## src/core/ddt_defs.vh

```
// constants shared by the dual down-counter timer files
`ifndef DDT_DEFS_VH
`define DDT_DEFS_VH

// register word index inside one unit window
`define DDT_OFS_LOAD 3'h0
`define DDT_OFS_VALUE 3'h1
`define DDT_OFS_CONTROL 3'h2
`define DDT_OFS_INTCLR 3'h3
`define DDT_OFS_RAWSTAT 3'h4
`define DDT_OFS_MASKSTAT 3'h5
`define DDT_OFS_BGLOAD 3'h6
// unit windows start at 0x000 and 0x020; the identity word sits at 0xFE0
`define DDT_ADDR_ID 10'h3F8

// control register fields
`define DDT_CTL_ONESHOT 0
`define DDT_CTL_SIZE32 1
`define DDT_CTL_PRE_LO 2
`define DDT_CTL_PRE_HI 3
`define DDT_CTL_INTEN 5
`define DDT_CTL_PERIODIC 6
`define DDT_CTL_ENABLE 7
`define DDT_CTL_WIDTH 8

// prescale codes
`define DDT_PRE_DIV1 2'h0
`define DDT_PRE_DIV16 2'h1
`define DDT_PRE_DIV256 2'h2

// prescaler terminal counts that issue a count pulse
`define DDT_PRE16_LAST 4'hF
`define DDT_PRE256_LAST 8'hFF

// reset values
`define DDT_RST_CONTROL 8'h20
`define DDT_RST_LOAD 32'h00000000
`define DDT_RST_VALUE 32'hFFFFFFFF

// ahb encodings
`define DDT_HTRANS_NONSEQ 2'h2
`define DDT_HTRANS_SEQ 2'h3
`define DDT_HSIZE_WORD 3'h2

`endif

```

## src/core/ddt_unit.v

```verilog
// one down-counter unit: prescaler, counter, load paths and raw interrupt
`timescale 1ns/1ns
`include "ddt_defs.vh"

module ddt_unit (
  input wire clk,
  input wire reset,
  input wire count_clock_enable,
  input wire run,
  input wire one_shot,
  input wire periodic,
  input wire size32,
  input wire [1:0] prescale,
  input wire load_write,
  input wire bg_load_write,
  input wire [31:0] write_data,
  input wire int_clear,
  output reg [31:0] load_value,
  output reg [31:0] count_value,
  output reg raw_int,
  output wire next_raw_int
);

  reg [7:0] pre_count;
  reg load_pending;
  reg halted;
  wire tick;
  wire at_zero;
  wire step;
  wire zero_event;

  // ==========================================================
  // prescaler
  assign tick = (prescale == `DDT_PRE_DIV1) ||
                ((prescale == `DDT_PRE_DIV16) && (pre_count[3:0] == `DDT_PRE16_LAST)) ||
                ((prescale != `DDT_PRE_DIV1) && (prescale != `DDT_PRE_DIV16) &&
                 (pre_count == `DDT_PRE256_LAST));

  // ==========================================================
  // counter
  assign at_zero = size32 ? (count_value == 32'h00000000) :
                   (count_value[15:0] == 16'h0000);
  assign step = count_clock_enable && !load_pending && tick && run && !halted;
  assign zero_event = step && at_zero;
  // set wins over a clear in the same cycle
  assign next_raw_int = zero_event | (raw_int & ~int_clear);

  always @(posedge clk or posedge reset) begin
    if (reset) begin
      pre_count <= 8'h00;
      load_pending <= 1'b0;
      halted <= 1'b0;
      load_value <= `DDT_RST_LOAD;
      count_value <= `DDT_RST_VALUE;
      raw_int <= 1'b0;
    end else begin
      raw_int <= next_raw_int;
      if (count_clock_enable) begin
        pre_count <= pre_count + 8'h01;
        if (load_pending) begin
          count_value <= load_value;
          load_pending <= 1'b0;
          pre_count <= 8'h00;
        end else if (step) begin
          if (at_zero) begin
            if (one_shot) begin
              halted <= 1'b1;
            end else if (periodic) begin
              if (size32) begin
                count_value <= load_value;
              end else begin
                count_value <= {count_value[31:16], load_value[15:0]};
              end
            end else begin
              if (size32) begin
                count_value <= 32'hFFFFFFFF;
              end else begin
                count_value <= {count_value[31:16], 16'hFFFF};
              end
            end
          end else if (size32) begin
            count_value <= count_value - 32'h00000001;
          end else begin
            count_value <= {count_value[31:16], count_value[15:0] - 16'h0001};
          end
        end
      end
      // background load changes only the reload value
      if (bg_load_write) begin
        load_value <= write_data;
      end
      // a load write restarts the count, overriding a pending one
      if (load_write) begin
        load_value <= write_data;
        load_pending <= 1'b1;
        halted <= 1'b0;
      end
    end
  end

endmodule // ddt_unit

```

## src/core/ddt_top.v

```verilog
// dual down-counter timer: ahb-lite slave, register file and two counter units
`timescale 1ns/1ns
`include "ddt_defs.vh"

module ddt_top #(
  // identity word, value is arbitrary
  parameter [31:0] IDENT_WORD = 32'h0000D7D7
) (
  input wire CLK_SYS,
  input wire RESET,
  input wire UNIT1_COUNT_CLOCK_ENABLE,
  input wire UNIT2_COUNT_CLOCK_ENABLE,
  input wire HSEL,
  input wire [31:0] HADDR,
  input wire [1:0] HTRANS,
  input wire HWRITE,
  input wire [2:0] HSIZE,
  input wire [31:0] HWDATA,
  input wire HREADY,
  output reg [31:0] HRDATA,
  output reg HREADYOUT,
  output reg HRESP,
  output reg UNIT1_INTERRUPT_OUTPUT,
  output reg UNIT2_INTERRUPT_OUTPUT
);

  // ==========================================================
  // address phase capture

  reg wr_phase;
  reg [9:0] wr_word;
  wire addr_valid;
  wire take_write;
  wire take_read;
  wire [9:0] addr_word;

  assign addr_word = HADDR[11:2];
  assign addr_valid = HSEL && HREADY &&
                      ((HTRANS == `DDT_HTRANS_NONSEQ) || (HTRANS == `DDT_HTRANS_SEQ));
  // only whole-word writes are taken
  assign take_write = addr_valid && HWRITE && (HSIZE == `DDT_HSIZE_WORD);
  assign take_read = addr_valid && !HWRITE;

  always @(posedge CLK_SYS or posedge RESET) begin
    if (RESET) begin
      wr_phase <= 1'b0;
      wr_word <= 10'h000;
    end else begin
      if (HREADY) begin
        wr_phase <= take_write;
        if (take_write) begin
          wr_word <= addr_word;
        end
      end
    end
  end

  // ==========================================================
  // data phase write decode

  wire wr_unit_window;
  wire wr_unit;
  wire [2:0] wr_ofs;

  assign wr_unit_window = wr_phase && (wr_word[9:4] == 6'h00) && !wr_word[2]
                          ? 1'b1 : (wr_phase && (wr_word[9:4] == 6'h00) &&
                          (wr_word[2:0] != 3'h7));
  assign wr_unit = wr_word[3];
  assign wr_ofs = wr_word[2:0];

  // ==========================================================
  // per-unit registers and counters

  wire [1:0] unit_clock_enable;
  wire [63:0] unit_load;
  wire [63:0] unit_value;
  wire [15:0] unit_control;
  wire [1:0] unit_raw;
  wire [1:0] unit_next_raw;
  wire [1:0] unit_int_clear;

  assign unit_clock_enable = {UNIT2_COUNT_CLOCK_ENABLE, UNIT1_COUNT_CLOCK_ENABLE};

  genvar u;
  generate
    for (u = 0; u < 2; u = u + 1) begin : g_unit
      reg [`DDT_CTL_WIDTH-1:0] control;
      wire sel;
      wire load_write;
      wire bg_load_write;
      wire control_write;

      assign sel = wr_unit_window && (wr_unit == u);
      assign load_write = sel && (wr_ofs == `DDT_OFS_LOAD);
      assign bg_load_write = sel && (wr_ofs == `DDT_OFS_BGLOAD);
      assign control_write = sel && (wr_ofs == `DDT_OFS_CONTROL);
      assign unit_int_clear[u] = sel && (wr_ofs == `DDT_OFS_INTCLR);
      assign unit_control[u*8 +: 8] = control;

      always @(posedge CLK_SYS or posedge RESET) begin
        if (RESET) begin
          control <= `DDT_RST_CONTROL;
        end else if (control_write) begin
          control <= HWDATA[`DDT_CTL_WIDTH-1:0];
        end
      end

      ddt_unit u_unit (
        .clk(CLK_SYS),
        .reset(RESET),
        .count_clock_enable(unit_clock_enable[u]),
        .run(control[`DDT_CTL_ENABLE]),
        .one_shot(control[`DDT_CTL_ONESHOT]),
        .periodic(control[`DDT_CTL_PERIODIC]),
        .size32(control[`DDT_CTL_SIZE32]),
        .prescale(control[`DDT_CTL_PRE_HI:`DDT_CTL_PRE_LO]),
        .load_write(load_write),
        .bg_load_write(bg_load_write),
        .write_data(HWDATA),
        .int_clear(unit_int_clear[u]),
        .load_value(unit_load[u*32 +: 32]),
        .count_value(unit_value[u*32 +: 32]),
        .raw_int(unit_raw[u]),
        .next_raw_int(unit_next_raw[u])
      );
    end
  endgenerate

  // ==========================================================
  // read data selection

  reg [31:0] next_rdata;
  reg [7:0] rd_control;
  reg [31:0] rd_load;
  reg [31:0] rd_value;
  reg rd_raw;

  always @* begin
    next_rdata = 32'h00000000;
    if (addr_word[3]) begin
      rd_control = unit_control[15:8];
      rd_load = unit_load[63:32];
      rd_value = unit_value[63:32];
      rd_raw = unit_raw[1];
    end else begin
      rd_control = unit_control[7:0];
      rd_load = unit_load[31:0];
      rd_value = unit_value[31:0];
      rd_raw = unit_raw[0];
    end
    if (addr_word == `DDT_ADDR_ID) begin
      next_rdata = IDENT_WORD;
    end else if (addr_word[9:4] == 6'h00) begin
      case (addr_word[2:0])
        `DDT_OFS_LOAD: begin
          next_rdata = rd_load;
        end
        `DDT_OFS_VALUE: begin
          next_rdata = rd_value;
        end
        `DDT_OFS_CONTROL: begin
          next_rdata = {24'h000000, rd_control};
        end
        `DDT_OFS_RAWSTAT: begin
          next_rdata = {31'h00000000, rd_raw};
        end
        `DDT_OFS_MASKSTAT: begin
          next_rdata = {31'h00000000, rd_raw & rd_control[`DDT_CTL_INTEN]};
        end
        `DDT_OFS_BGLOAD: begin
          next_rdata = rd_load;
        end
        default: begin
          next_rdata = 32'h00000000;
        end
      endcase
    end
  end

  // ==========================================================
  // bus outputs, zero wait states, always OKAY

  always @(posedge CLK_SYS or posedge RESET) begin
    if (RESET) begin
      HRDATA <= 32'h00000000;
      HREADYOUT <= 1'b1;
      HRESP <= 1'b0;
    end else begin
      HREADYOUT <= 1'b1;
      HRESP <= 1'b0;
      if (take_read) begin
        HRDATA <= next_rdata;
      end
    end
  end

  // ==========================================================
  // interrupt pins
  // pins follow the raw state of the same edge, so a clear write drops them at once

  always @(posedge CLK_SYS or posedge RESET) begin
    if (RESET) begin
      UNIT1_INTERRUPT_OUTPUT <= 1'b0;
      UNIT2_INTERRUPT_OUTPUT <= 1'b0;
    end else begin
      UNIT1_INTERRUPT_OUTPUT <= unit_next_raw[0] & unit_control[`DDT_CTL_INTEN];
      UNIT2_INTERRUPT_OUTPUT <= unit_next_raw[1] & unit_control[8 + `DDT_CTL_INTEN];
    end
  end

endmodule // ddt_top

```

## config.mk

```make
export PLATFORM = sky130hd
export DESIGN_NAME = ddt_top
export DESIGN_NICKNAME = d
export VERILOG_FILES = /design/src/core/ddt_unit.v /design/src/core/ddt_top.v
export VERILOG_INCLUDE_DIRS = /design/src /design/src/core
export SDC_FILE = /design/constraint.sdc
export NUM_CORES = 1
export LEC_CHECK = 0
export BUFFER_PORTS_ARGS = -buffer_cell sky130_fd_sc_hd__clkbuf_2
export CORE_UTILIZATION = 60
export DETAILED_ROUTE_END_ITERATION = 6
export PLACE_DENSITY = 0.8
export RECOVER_POWER = 50
export SYNTH_ARGS = -nofsm -noshare
export SYNTH_HDL_FRONTEND = slang
export SYNTH_SLANG_ARGS = --single-unit
```

## constraint.sdc

```tcl
create_clock -name CLK_SYS -period 8.2 [get_ports CLK_SYS]
set_clock_uncertainty 0.05 [all_clocks]
set_input_delay 1.23 -clock CLK_SYS [delete_from_list [all_inputs] [get_ports CLK_SYS]]
set_output_delay 1.23 -clock CLK_SYS [all_outputs]
set_load 0.02 [all_outputs]
```

==> run_results.csv <==
group,metric,value,unit
synth,synth.distinct_cells,79,
clock_network,cts_tree,"done",
sta,finalCritPeriodShare,0.442,
clock_network,cts-buffers-inserted,24,
clock_network,clock_path_buffers,3,
pwr,intPower,0.00231,W
placement,gp_congestion,0.914,
pwr,combPwrFrac,0.183,
sta,hold_viol,0,
pwr,power_switching,0.000983,W
layout,nNetsFinal,1312,
drt,wl_per_cell,23.5,µm
pwr,seqPwrFrac,0.442,
critical_path,crit_path_end_kind,"register",
clock_network,cts_setup_buffers,0,
sta,tns,0,ps
layout,syn_to_final_growth,11.3,%
sta,maxSlewHeadroom,-0.508,
critical_path,crit_slowest_cell,"a21o_1",
critical_path,r2r_cells,6,
clock_network,cts_hold_buffers,0,
critical_path,critPathMaxStageDelay,770,ps
global_route,grt_max_degree,131,
synth,synth-main-ff-cell,"dfrtp_1",
critical_path,crit_chain,"or4_4 > or4_1 > o21ai_2 > a21o_1 > o21ai_0 > a221oi_1",
critical_path,r2r_start,"g_unit[1].u_unit.count_value[27]",
pwr,swShare,0.299,
critical_path,rr_endpoint,"g_unit[1].u_unit.count_value[4]",
synth,synth_edf_count,0,
clock_network,cts_resized,0,
synth,syn_avg_cell_area,10.2,µm²
critical_path,arrival,4000,ps
critical_path,cp_max_fo,22,
clock_network,cts.sinks,211,
synth,synth_warnings,0,
layout,drive_gt1_frac,0.249,
synth,synth_cells,1192,
floorplanning,initial_core_util,0.616,
floorplanning,die_area,20800,µm²
run_status,violations,"max-capacitance violations, max-slew violations",
synth,synth-seq-area-share,0.443,
run,cap_viol_max_count,2,
run_status,status,"finished, violations left",
drt,drt_iter0_drc,1190,
critical_path,crit_start,"g_unit[1].u_unit.count_value[27]",
pwr,clockPowerShare,0.375,
floorplanning,die_x,144,µm
clock_network,clk_pin_slew,60,ps
drt,num_vias,10400,
floorplanning,rows,51,
drt,antenna_left,0,
sta,rsz0062_at_grt,"false",
clock_network,root_buffer,"clkbuf_16",
drt,wl,35600,µm
critical_path,crit_required,8570,ps
pwr,p_leak,5.73,nW
global_route,grt_pass1_vias,9941,
hold_path,hold-path-cell-count,1,
critical_path,path_class,"reg2reg",
hold_path,min_path_type,"reg2reg",
sta,max_freq,276,MHz
critical_path,reg2reg_setup_slack,4570,ps
clock_network,clkLatencyLatePin,520,ps
sta,worst_slew_pin_slew,2260,ps
synth,ys_seq_elements,211,
sta,fin_crit,3630,ps
global_route,antenna_found_initial,0,
drt,viasPerCell,6.89,
sta,report.final.slew_viol_count,67,
synth,syn-cell-area,12100,µm²
critical_path,cp-start-kind,"register",
global_route,grt_overflow,0,
pwr,ir_worst_vdd,0.000165,V
drt,drc,0,
floorplanning,coreArea,19700,µm²
global_route,grtUsageTotal,0.348,
critical_path,endpoint,"g_unit[1].u_unit.count_value[4]",
drt,dr.pass1.iters,5,
placement,port_buffers,86,
layout,nFillCells,1522,
sta,fin_hold_ws,429,ps
floorplanning,die_h,144,µm
global_route,grt_pass1_wl,55300,µm
synth,syn_nets,1272,
floorplanning,ioPinCount,112,
placement,hpwl,23700,µm
clock_network,cts.htree.levels,1,
synth,async_reset_ff_frac,1.00,
sta,setup_viol,0,
pwr,power.density,244,nW/µm²
layout,diodes,0,
-- power by group through the flow --
stage	Sequential [W]	Clock, W	Combinational, W
after floorplan	0.00139	0	0.000466
after global placement	0.00145	0	0.000571
after detailed placement	0.00146	0	0.000593
after CTS	0.00145	0.00125	0.000598
after global routing	0.00147	0.00128	0.000661
final	0.00145	0.00123	0.000601
-- worst min-delay path by stage --
stage,from,end,slack (ps)
2_1_floorplan,g_unit[0].u_unit.pre_count[7],g_unit[0].u_unit.pre_count[7],390
3_5_place_dp,g_unit[0].u_unit.pre_count[7],g_unit[0].u_unit.pre_count[7],420
6_report,g_unit[0].u_unit.pre_count[7],g_unit[0].u_unit.pre_count[7],430
5_1_grt,g_unit[0].u_unit.count_value[14],g_unit[0].u_unit.count_value[14],470
4_1_cts,g_unit[0].u_unit.pre_count[7],g_unit[0].u_unit.pre_count[7],430
3_3_place_gp,g_unit[0].u_unit.pre_count[7],g_unit[0].u_unit.pre_count[7],410
-- registers in the layout, indices dropped and copies added, names as in the netlist, 10 cells and up --
| signal | cells |
|---|---|
| g_unit.u_unit.count_value | 64 |
| wr_word | 10 |
| g_unit.control | 16 |
| HRDATA | 32 |
| g_unit.u_unit.pre_count | 16 |
| g_unit.u_unit.load_value | 64 |
-- cell usage after synthesis, types with 9 or more instances --
cell      count  share of area
dfrtp_1     145           0.30
nor2_1       96          0.030
mux2_2       89          0.083
dfstp_2      66           0.14
mux2i_1      58          0.048
clkbuf_1     57          0.018
a21oi_1      43          0.018
o22ai_1      43          0.022
nor3_1       41          0.017
o21ai_0      40          0.017
nand2_1      38          0.012
a22o_1       34          0.025
a211oi_1     31          0.019
nand3_1      30          0.012
inv_1        29         0.0090
nor4_1       24          0.012
a22oi_1      20          0.012
nand2b_1     18         0.0093
o211a_1      15          0.012
o221a_2      15          0.014
o31ai_1      15         0.0093
xnor2_1      15          0.011
nand4_1      12         0.0062
nor2b_1      12         0.0062
or3_1        12         0.0062
a31oi_1      11         0.0057
buf_2        10         0.0041
o21a_1        9         0.0056
or2_2         9         0.0046
-- per-stage QoR --
stage               total power [W]  std cells  setup WS [ps]  instance area, µm²   util
floorplan                   0.00186       1192           1260               12100      -
global placement            0.00202       1471           4300               12600  0.642
detailed placement          0.00205       1471           4270               12600  0.642
CTS                         0.00329       1515           4640               13500  0.688
global route                0.00342       1515           4410               13500  0.686
finish                      0.00329       1515           4570               13500  0.686
-- cells in the final DEF (no fill, tap or decap), types with 11 or more instances in the layout --
master | netlist | routed
a211oi_1 | 31 | 30
nand3_1 | 30 | 30
o211a_1 | 15 | 15
nand2_1 | 38 | 38
inv_1 | 29 | 28
mux2_2 | 89 | 89
nor4_1 | 24 | 24
clkbuf_16 | 0 | 25
xnor2_1 | 15 | 15
dfrtp_1 | 145 | 145
o21ai_0 | 40 | 40
o31ai_1 | 15 | 15
clkbuf_2 | 0 | 52
o221a_2 | 15 | 15
buf_4 | 7 | 13
o22ai_1 | 43 | 43
a22o_1 | 34 | 34
nand2b_1 | 18 | 18
a21oi_1 | 43 | 42
nor2b_1 | 12 | 12
nor2_1 | 96 | 96
dfstp_2 | 66 | 66
nand4_1 | 12 | 12
a31oi_1 | 11 | 11
mux2i_1 | 58 | 58
or3_1 | 12 | 12
clkbuf_1 | 57 | 40
a22oi_1 | 20 | 20
nor3_1 | 41 | 40
-- layer usage --
metal  part of all wire  global-route usage  vias to the layer above
met5                  0                   0                        -
met4              0.061               0.189                        0
met3              0.095              0.0596                      141
met2               0.45               0.545                      601
met1               0.39               0.462                     5076
li1                   -                   -                     4625
-- critical path, delay by kind of cell, from the launching register on --
kind	cells	cell delay, ps
flops	1	400
compound gates	4	1910
simple gates	2	1160
-- final cells by class --
| cell class | instances | area [µm²] | share of cell area |
|---|---|---|---|
| multi-input cells | 866 | 6270 | 0.465 |
| inverters | 29 | 116 | 0.00863 |
| clock inverters | 13 | 251 | 0.0187 |
| well taps | 265 | 332 | 0.0246 |
| clock buffers | 31 | 658 | 0.0488 |
| flip-flops and latches | 211 | 5360 | 0.398 |
| repair buffers | 100 | 489 | 0.0363 |
-- kinds of logic (layout without fill, tap and decap cells) --
| kind of cell | after synthesis | in the layout | share of synthesized area |
|---|---|---|---|
| buffers and inverters | 115 | 173 | 0.0419 |
| other | 2 | 2 | 0.000620 |
| XOR/XNOR | 21 | 21 | 0.0152 |
| multiplexers | 147 | 147 | 0.131 |
| AO/OA/AOI/OAI | 348 | 348 | 0.212 |
| adder cells (fa/ha/maj) | 4 | 4 | 0.00413 |
| flip-flops | 211 | 211 | 0.443 |
| AND/OR/NAND/NOR | 344 | 344 | 0.152 |
No activity file was read; power rests on OpenSTA's default activity.
